--- config.mk ---
export PLATFORM = sky130hd
export DESIGN_NAME = pmic_fault_event_flags
export DESIGN_NICKNAME = d
export VERILOG_FILES = /design/src/include/pmic_flags_pkg.sv /design/src/pmic_fault_event_flags.sv /design/src/edge_detect.sv /design/src/w1c_bank.sv
export SDC_FILE = /design/constraint.sdc
export NUM_CORES = 1
export LEC_CHECK = 0
export BUFFER_PORTS_ARGS = -buffer_cell sky130_fd_sc_hd__clkbuf_2
export CAP_MARGIN = 20
export CORE_MARGIN = 1
export CORE_UTILIZATION = 38
export DETAILED_ROUTE_END_ITERATION = 8
export SYNTH_ARGS = -nofsm -noshare
export SYNTH_HDL_FRONTEND = slang
export SYNTH_SLANG_ARGS = --single-unit
--- constraint.sdc ---
create_clock -name mclk -period 3.1 [get_ports mclk]
set_input_delay 0.62 -clock mclk [delete_from_list [all_inputs] [get_ports mclk]]
set_output_delay 0.62 -clock mclk [all_outputs]
set_load 0.05 [all_outputs]
--- src/include/pmic_flags_pkg.sv ---
// Constants, register map and state encoding for the fault/event flag block.
// Assumes one 10 MHz logic clock and an I2C host on the two-wire port.
package pmic_flags_pkg;

	// ==========================================================
	// Slave port
	localparam logic [6:0] DEV_ADDR = 7'h5e;
	localparam logic [3:0] BITS_PER_BYTE = 4'h8;

	// ==========================================================
	// Register offsets
	localparam logic [7:0] OFS_EVENT_FLAGS = 8'h02;
	localparam logic [7:0] OFS_EVENT_MASKS = 8'h03;
	localparam logic [7:0] OFS_LIVE_STATUS = 8'h04;
	localparam logic [7:0] OFS_SHUTDOWN_CAUSE = 8'h05;

	// ==========================================================
	// Reset values
	localparam logic [7:0] RST_EVENT_FLAGS = 8'h00;
	localparam logic [7:0] RST_EVENT_MASKS = 8'hff;
	localparam logic [7:0] RST_LIVE_STATUS = 8'h00;
	localparam logic [7:0] RST_SHUTDOWN_CAUSE = 8'h00;

	// ==========================================================
	// Field positions
	localparam int FAULT_EVENT_BIT = 7;
	localparam int SHUTDOWN_EVENT_BIT = 3;
	localparam int HOT_TEMPERATURE_BIT = 0;
	localparam int HOT_LEVEL_BIT = 0;
	localparam int HOST_PIN_OFF_BIT = 3;
	localparam int UNDERVOLTAGE_OFF_BIT = 2;
	localparam int POWER_FAULT_OFF_BIT = 1;
	localparam int CRITICAL_TEMP_OFF_BIT = 0;
	// Writable / clearable bits of each register
	localparam logic [7:0] EVENT_LIVE_BITS = 8'h89;
	localparam logic [7:0] MASK_RW_BITS = 8'h89;
	localparam logic [7:0] CAUSE_LIVE_BITS = 8'h0f;

	// ==========================================================
	// Event input vector layout
	localparam int PGOOD_COUNT = 8;
	localparam int EDGE_W = PGOOD_COUNT + 10;
	localparam int EDGE_SD_LO = 0;
	localparam int EDGE_CRIT = 4;
	localparam int EDGE_HOT = 5;
	localparam int EDGE_OC_LO = 6;
	localparam int EDGE_PG_LO = 10;

	// ==========================================================
	// Byte engine states
	typedef enum logic [3:0] {
		ST_IDLE = 4'b0000,
		ST_ADDR = 4'b0001,
		ST_ADDR_ACK = 4'b0010,
		ST_REG = 4'b0011,
		ST_REG_ACK = 4'b0100,
		ST_WDATA = 4'b0101,
		ST_WDATA_ACK = 4'b0110,
		ST_RDATA = 4'b0111,
		ST_RDATA_ACK = 4'b1000,
		ST_RDATA_NEXT = 4'b1001
	} i2c_state_t;

endpackage : pmic_flags_pkg

--- src/pmic_fault_event_flags.sv ---
// Event flags, masks, live status and shutdown causes behind an I2C slave.
// Assumes scl/sda and all event inputs are synchronous to mclk (10 MHz).
`timescale 1ns/1ns
module pmic_fault_event_flags
	import pmic_flags_pkg::*;
(
	// Clock and reset
	input wire logic mclk,
	input wire logic reset,
	// I2C slave pins
	input wire logic scl,
	input wire logic sda_in,
	output logic sda_out,
	output logic sda_oe,
	// Regulator and temperature monitors
	input wire logic [PGOOD_COUNT-1:0] power_good,
	input wire logic overcurrent_rail_a,
	input wire logic overcurrent_rail_b,
	input wire logic overcurrent_memory_rail,
	input wire logic overcurrent_termination,
	input wire logic temp_above_hot,
	input wire logic temp_above_critical,
	// Shutdown causes from the sequencer
	input wire logic host_pin_off_event,
	input wire logic undervoltage_off_event,
	input wire logic power_fault_off_event,
	input wire logic critical_temp_off_event,
	// Combined interrupt
	output logic irq_out
);
	// ==========================================================
	// State
	typedef struct packed {
		i2c_state_t st;
		logic [7:0] shreg;
		logic [3:0] bitcnt;
		logic [7:0] ptr;
		logic rd;
		logic scl_q;
		logic sda_q;
		logic oe;
		logic drive_lvl;
		logic [7:0] mask;
		logic hot_lvl;
		logic irq;
		logic wr_ev;
		logic wr_cause;
		logic [7:0] wdata;
	} core_state_t;

	localparam core_state_t CORE_RST = '{
		st: ST_IDLE, shreg: 8'h00, bitcnt: 4'h0, ptr: 8'h00, rd: 1'b0,
		scl_q: 1'b1, sda_q: 1'b1, oe: 1'b0, drive_lvl: 1'b0,
		mask: RST_EVENT_MASKS, hot_lvl: RST_LIVE_STATUS[HOT_LEVEL_BIT], irq: 1'b0,
		wr_ev: 1'b0, wr_cause: 1'b0, wdata: 8'h00};

	core_state_t q;
	core_state_t n;

	// ==========================================================
	// Event edges and flag banks
	logic [EDGE_W-1:0] lvl;
	logic [EDGE_W-1:0] rise;
	logic [EDGE_W-1:0] fall;
	logic [7:0] ev_set;
	logic [7:0] cause_set;
	logic [7:0] ev_flags;
	logic [7:0] cause_flags;
	logic fault_hit;
	logic sd_hit;

	assign lvl = {power_good, overcurrent_termination, overcurrent_memory_rail,
		overcurrent_rail_b, overcurrent_rail_a, temp_above_hot, temp_above_critical,
		host_pin_off_event, undervoltage_off_event, power_fault_off_event,
		critical_temp_off_event};

	edge_detect #(.W(EDGE_W)) u_edges (
		.mclk(mclk),
		.reset(reset),
		.level(lvl),
		.rise(rise),
		.fall(fall)
	);

	always_comb begin
		fault_hit = |fall[EDGE_W-1:EDGE_PG_LO];
		fault_hit = fault_hit | (|rise[EDGE_OC_LO+3:EDGE_OC_LO]);
		fault_hit = fault_hit | rise[EDGE_HOT] | rise[EDGE_CRIT];
		// Any shutdown, host pin included, marks the shutdown event
		sd_hit = |rise[EDGE_SD_LO+3:EDGE_SD_LO];
		ev_set = 8'h00;
		ev_set[FAULT_EVENT_BIT] = fault_hit;
		ev_set[SHUTDOWN_EVENT_BIT] = sd_hit;
		ev_set[HOT_TEMPERATURE_BIT] = rise[EDGE_HOT];
		cause_set = {4'h0, rise[EDGE_SD_LO+3:EDGE_SD_LO]};
	end

	// Reserved bits are forced to zero inside the bank
	w1c_bank #(.W(8), .LIVE(EVENT_LIVE_BITS)) u_event_flags (
		.mclk(mclk),
		.reset(reset),
		.set(ev_set),
		.clr_stb(q.wr_ev),
		.clr_data(q.wdata),
		.flags(ev_flags)
	);

	w1c_bank #(.W(8), .LIVE(CAUSE_LIVE_BITS)) u_shutdown_cause (
		.mclk(mclk),
		.reset(reset),
		.set(cause_set),
		.clr_stb(q.wr_cause),
		.clr_data(q.wdata),
		.flags(cause_flags)
	);

	// ==========================================================
	// Register read mux
	function automatic logic [7:0] read_reg(input logic [7:0] ofs, input logic [7:0] ev,
		input logic [7:0] msk, input logic hot, input logic [7:0] cause);
		logic [7:0] r;
		r = 8'h00;
		unique case (ofs)
			OFS_EVENT_FLAGS: r = ev;
			OFS_EVENT_MASKS: r = msk;
			OFS_LIVE_STATUS: r = {7'h00, hot};
			OFS_SHUTDOWN_CAUSE: r = cause;
			default: r = 8'h00;
		endcase
		return r;
	endfunction : read_reg

	// ==========================================================
	// I2C byte engine and register writes
	logic scl_rise;
	logic scl_fall;
	logic bus_start;
	logic bus_stop;
	logic [7:0] rbyte;

	always_comb begin
		n = q;
		n.scl_q = scl;
		n.sda_q = sda_in;
		n.wr_ev = 1'b0;
		n.wr_cause = 1'b0;
		n.drive_lvl = 1'b0;
		n.hot_lvl = temp_above_hot;
		n.irq = |(ev_flags & ~q.mask);
		scl_rise = scl & ~q.scl_q;
		scl_fall = ~scl & q.scl_q;
		bus_start = scl & q.scl_q & q.sda_q & ~sda_in;
		bus_stop = scl & q.scl_q & ~q.sda_q & sda_in;
		rbyte = read_reg(q.ptr, ev_flags, q.mask, q.hot_lvl, cause_flags);
		if (bus_start) begin
			n.st = ST_ADDR;
			n.bitcnt = 4'h0;
			n.oe = 1'b0;
		end else if (bus_stop) begin
			n.st = ST_IDLE;
			n.oe = 1'b0;
		end else begin
			unique case (q.st)
				ST_IDLE: begin
				end
				ST_ADDR, ST_REG, ST_WDATA: begin
					if (scl_rise) begin
						n.shreg = {q.shreg[6:0], sda_in};
						n.bitcnt = q.bitcnt + 4'h1;
					end else if (scl_fall && q.bitcnt == BITS_PER_BYTE) begin
						n.bitcnt = 4'h0;
						n.oe = 1'b1;
						if (q.st == ST_ADDR) begin
							// Only our own address is acknowledged
							if (q.shreg[7:1] == DEV_ADDR) begin
								n.rd = q.shreg[0];
								n.st = ST_ADDR_ACK;
							end else begin
								n.oe = 1'b0;
								n.st = ST_IDLE;
							end
						end else if (q.st == ST_REG) begin
							n.ptr = q.shreg;
							n.st = ST_REG_ACK;
						end else begin
							n.wdata = q.shreg;
							n.wr_ev = (q.ptr == OFS_EVENT_FLAGS);
							n.wr_cause = (q.ptr == OFS_SHUTDOWN_CAUSE);
							if (q.ptr == OFS_EVENT_MASKS) begin
								n.mask = (q.shreg & MASK_RW_BITS) | ~MASK_RW_BITS;
							end
							n.ptr = q.ptr + 8'h01;
							n.st = ST_WDATA_ACK;
						end
					end
				end
				ST_ADDR_ACK: begin
					if (scl_fall) begin
						if (q.rd) begin
							n.shreg = rbyte;
							n.oe = ~rbyte[7];
							n.st = ST_RDATA;
						end else begin
							n.oe = 1'b0;
							n.st = ST_REG;
						end
					end
				end
				ST_REG_ACK, ST_WDATA_ACK: begin
					if (scl_fall) begin
						n.oe = 1'b0;
						n.st = ST_WDATA;
					end
				end
				ST_RDATA: begin
					if (scl_fall) begin
						if (q.bitcnt == BITS_PER_BYTE - 4'h1) begin
							n.bitcnt = 4'h0;
							n.oe = 1'b0;
							n.st = ST_RDATA_ACK;
						end else begin
							n.shreg = {q.shreg[6:0], 1'b0};
							n.oe = ~q.shreg[6];
							n.bitcnt = q.bitcnt + 4'h1;
						end
					end
				end
				ST_RDATA_ACK: begin
					if (scl_rise) begin
						if (sda_in) begin
							n.st = ST_IDLE;
						end else begin
							n.ptr = q.ptr + 8'h01;
							n.st = ST_RDATA_NEXT;
						end
					end
				end
				ST_RDATA_NEXT: begin
					if (scl_fall) begin
						n.shreg = rbyte;
						n.oe = ~rbyte[7];
						n.st = ST_RDATA;
					end
				end
				default: begin
					n.oe = 1'b0;
					n.st = ST_IDLE;
				end
			endcase
		end
	end

	always_ff @(posedge mclk or posedge reset) begin
		if (reset) begin
			q <= CORE_RST;
		end else begin
			q <= n;
		end
	end

	assign sda_out = q.drive_lvl;
	assign sda_oe = q.oe;
	assign irq_out = q.irq;
endmodule : pmic_fault_event_flags

--- src/edge_detect.sv ---
// Rising and falling edge detector for a vector of synchronous levels.
// Assumes inputs are already synchronous to mclk.
`timescale 1ns/1ns
module edge_detect #(
	parameter int W = 8
) (
	// Clock and reset
	input wire logic mclk,
	input wire logic reset,
	// Levels in, one-cycle pulses out
	input wire logic [W-1:0] level,
	output logic [W-1:0] rise,
	output logic [W-1:0] fall
);
	typedef struct packed {
		logic [W-1:0] prev;
	} edge_state_t;

	edge_state_t q;
	edge_state_t n;

	always_comb begin
		n = q;
		n.prev = level;
	end

	always_ff @(posedge mclk or posedge reset) begin
		if (reset) begin
			q <= '0;
		end else begin
			q <= n;
		end
	end

	assign rise = level & ~q.prev;
	assign fall = ~level & q.prev;
endmodule : edge_detect

--- src/w1c_bank.sv ---
// Bank of sticky flags: hardware sets, host clears by writing ones.
// Assumes clear strobe and data arrive together for one cycle.
`timescale 1ns/1ns
module w1c_bank #(
	parameter int W = 8,
	parameter logic [W-1:0] LIVE = '1
) (
	// Clock and reset
	input wire logic mclk,
	input wire logic reset,
	// Set and clear
	input wire logic [W-1:0] set,
	input wire logic clr_stb,
	input wire logic [W-1:0] clr_data,
	// Flag values
	output logic [W-1:0] flags
);
	typedef struct packed {
		logic [W-1:0] val;
	} bank_state_t;

	bank_state_t q;
	bank_state_t n;
	logic [W-1:0] clear;

	always_comb begin
		n = q;
		clear = clr_stb ? (clr_data & LIVE) : '0;
		// Set wins over a clear in the same cycle
		n.val = ((q.val & ~clear) | set) & LIVE;
	end

	always_ff @(posedge mclk or posedge reset) begin
		if (reset) begin
			q <= '0;
		end else begin
			q <= n;
		end
	end

	assign flags = q.val;
endmodule : w1c_bank

==> impl_metrics.tcl <==
set metrics [dict create \
    final_net_count 397 \
    die-height_um 96.0 \
    ys_types 59 \
    global_route.overflow_total 0 \
    vias 2669 \
    p_per_area_mw_per_mm2 700 \
    cts_tree "yes" \
    post_synth_main_area_contributors "dfrtp_1 (44%), mux2_2 (5.4%), dfstp_2 (3.9%)" \
    post_cts_hold_buffer_count 0 \
    reg2reg_from "q[45]" \
    share_of_the_yosys_chip_area_belonging_to_registers_pct 47.9 \
    hold_violations 0 \
    syn-instance-count 337 \
    worstMarginPinSlew_ns 0.640 \
    clk_root_buffer_cell "clkbuf_8" \
    ys.warnings.count 0 \
    status "completed" \
    rows 33 \
    synth-edff-count 0 \
    startpoint_type_of_the_worst_setup_path "register" \
    firstDrtPassIters 5 \
    synth_area_leader_cell "dfrtp_1" \
    p_leak_uw 0.00169 \
    setup_total_negative_slack_ns 0 \
    grt_start_max_net_pins 38 \
    cap_viol_max_count 0 \
    clk_pin_slew_worst_paths_ns 0.08 \
    core_area_mm2 0.00838 \
    drc 0 \
    htree_num_levels 3 \
    grtUsageMet1_pct 27.3 \
    reg2regPathDepth 4 \
    postSynth.topFlopCell "dfrtp_1" \
    detailedRoute.firstIterationViolations 182 \
    gp_congestion 0.848 \
    floorplan.initialDensity_pct 40.0 \
    post-cts-setup-buffer-count 0 \
    die_width_um 96.0 \
    grt_most_used_layer "met1" \
    grt_pass1_vias 2593 \
    max_clock_freq_ghz 0.369 \
    critPathKind "reg -> reg" \
    cp_data_arrival_time_ns 2.93 \
    placedCellCount 463 \
    grt_pass1_wl_um 12800 \
    ys_async_sr_fraction_pct 100 \
    grt.total_usage_pct 18.5 \
    library_cell_with_the_highest_instance_count_after_synthesis "dfrtp_1" \
    ir_worst_vdd_mv 0.352 \
    clk_path_buf_depth 2 \
    dp.final_hpwl_um 5350 \
    worstHoldPathType "in -> async" \
    cts_inserted_buffers 9 \
    rsz0062_at_grt "false" \
    postSynthAreaPerCell_um2 9.95 \
    die-area_mm2 0.00921 \
    fin_cells 479 \
    number_of_nets_still_failing_antenna_checks_after_routing 0 \
    layout-drive-gt1-share_pct 20.6 \
    critical_path_peak_fanout 18 \
    detail_route.wirelength_um 7460 \
    synth_fp_nets 365 \
    grtUsageMet3_pct 3.55 \
    timing_max_transition_violations_final 0 \
    setup_viol 0 \
    number_of_sinks_handled_by_clock_tree_synthesis 64 \
    fin_worst_skew_ns 0.0105 \
    area.growth.synth_to_final_pct 13.5 \
    clock_latency_ns 0.34 \
    yosysTopAreaCellShare_pct 44.0 \
    synth_common_cells "dfrtp_1 (59), inv_1 (32), nor2_1 (20), o21ai_0 (20), nand2_1 (19)" \
    gr-usage-met2_pct 26.9 \
    route.detailed.wl_per_inst_um 15.6 \
    cts_repair_resize_count 0 \
    slew_headroom_pct 56.8 \
    pin_count 25 \
    placement.io_buffers 23 \
    critPathCaptureType "register" \
    layout_min_cycle_time_ns 2.71 \
    number_of_antenna_cells_inserted 0 \
    worst_ep_required_time_ns 3.32 \
    route.detailed.vias_per_inst 5.57 \
    worstReg2RegEnd "q[25]" \
    timing.final.crit_share_pct 87.3 \
    grt_antenna_before_repair 0 \
    r2r_setup_slack_ns 0.39 \
    postSynthRegisterBits 64 \
    post_synth_instance_area_mm2 0.00335 \
]
## area by class of cell
cell class	instances	area, µm²
Fill cell	809	4580
Tap cell	105	131
Timing Repair Buffer	35	218
Clock inverter	7	47.5
Sequential cell	64	1610
Inverter	32	120
Multi-Input combinational cell	227	1560
Clock buffer	9	124
## power by group
| part | internal (µW) | switching [µW] | leakage, µW |
|---|---|---|---|
| logic | 399 | 452 | 0.000832 |
| registers | 981 | 204 | 0.000769 |
| clock network | 289 | 338 | 0.0000854 |
| total | 1670 | 994 | 0.00169 |
## logic make-up after synthesis
logic type / count (synthesis) / share of synthesized area, %
buf+inv: 46 / 5.63
xor+xnor: 3 / 0.783
compound gates: 94 / 19.9
fa+ha+maj: 6 / 2.24
simple gates: 103 / 16.9
flops: 64 / 47.9
mux: 20 / 6.56
other cells: 1 / 0.112
## critical path, stage by stage, from the launching register on
cell,delay (ns)
dfrtp_1,0.57
or4b_1,0.77
or2_0,0.29
a2111o_1,0.58
a211o_1,0.36
## worst max-delay path by stage
| stage | from | end | slack [ns] | cells after the start |
|---|---|---|---|---|
| floorplan | sda_in | q[37] | 0.78 | 6 |
| global placement | scl | q[25] | 0.48 | 5 |
| detailed placement | q[45] | q[25] | 0.42 | 4 |
| CTS | q[45] | q[27] | 0.40 | 5 |
| global route | q[45] | q[27] | 0.21 | 5 |
| finish | q[45] | q[25] | 0.39 | 4 |
## sequential cells by signal (all words and copies together) (netlist names)
signal and count:
irq_out 1, q 37, sda_oe 1, u_edges.q 18
u_event_flags.flags 3, u_shutdown_cause.flags 4
## through the flow
stage	cell area (µm²)	worst slack, ns	util, %	hold WS, ns	total power (µW)
after CTS	3810	0.403	45.4	0.348	2670
after detailed placement	3630	0.422	43.4	0.441	2040
final	3810	0.393	45.4	0.333	2660
after floorplan	3350	0.781	-	0.425	1780
after global routing	3810	0.215	45.4	0.378	2850
after global placement	3630	0.479	43.4	0.440	2030
## cells in the final DEF, fill, tap and decap left out, drive strengths merged, types with 4 or more instances in the layout
cell type,instances
nor3,10
buf,12
dfrtp,59
nor2b,6
a22oi,5
nand2b,4
mux2i,4
clkinv,4
dfstp,5
nor4bb,5
o22ai,6
mux2,16
a22o,7
o22a,5
nand4,4
nand3,13
inv,33
o21ai,20
nand2,19
nor2,20
clkbuf,32
ha,6
a21o,4
a21oi,16
## layer usage
metal	vias up	part of all wire [%]
met5	-	0
met4	0	0.95
met3	8	3.6
met2	56	45
met1	1299	50
li1	1306	-
No activity file was read; power rests on OpenSTA's default activity.
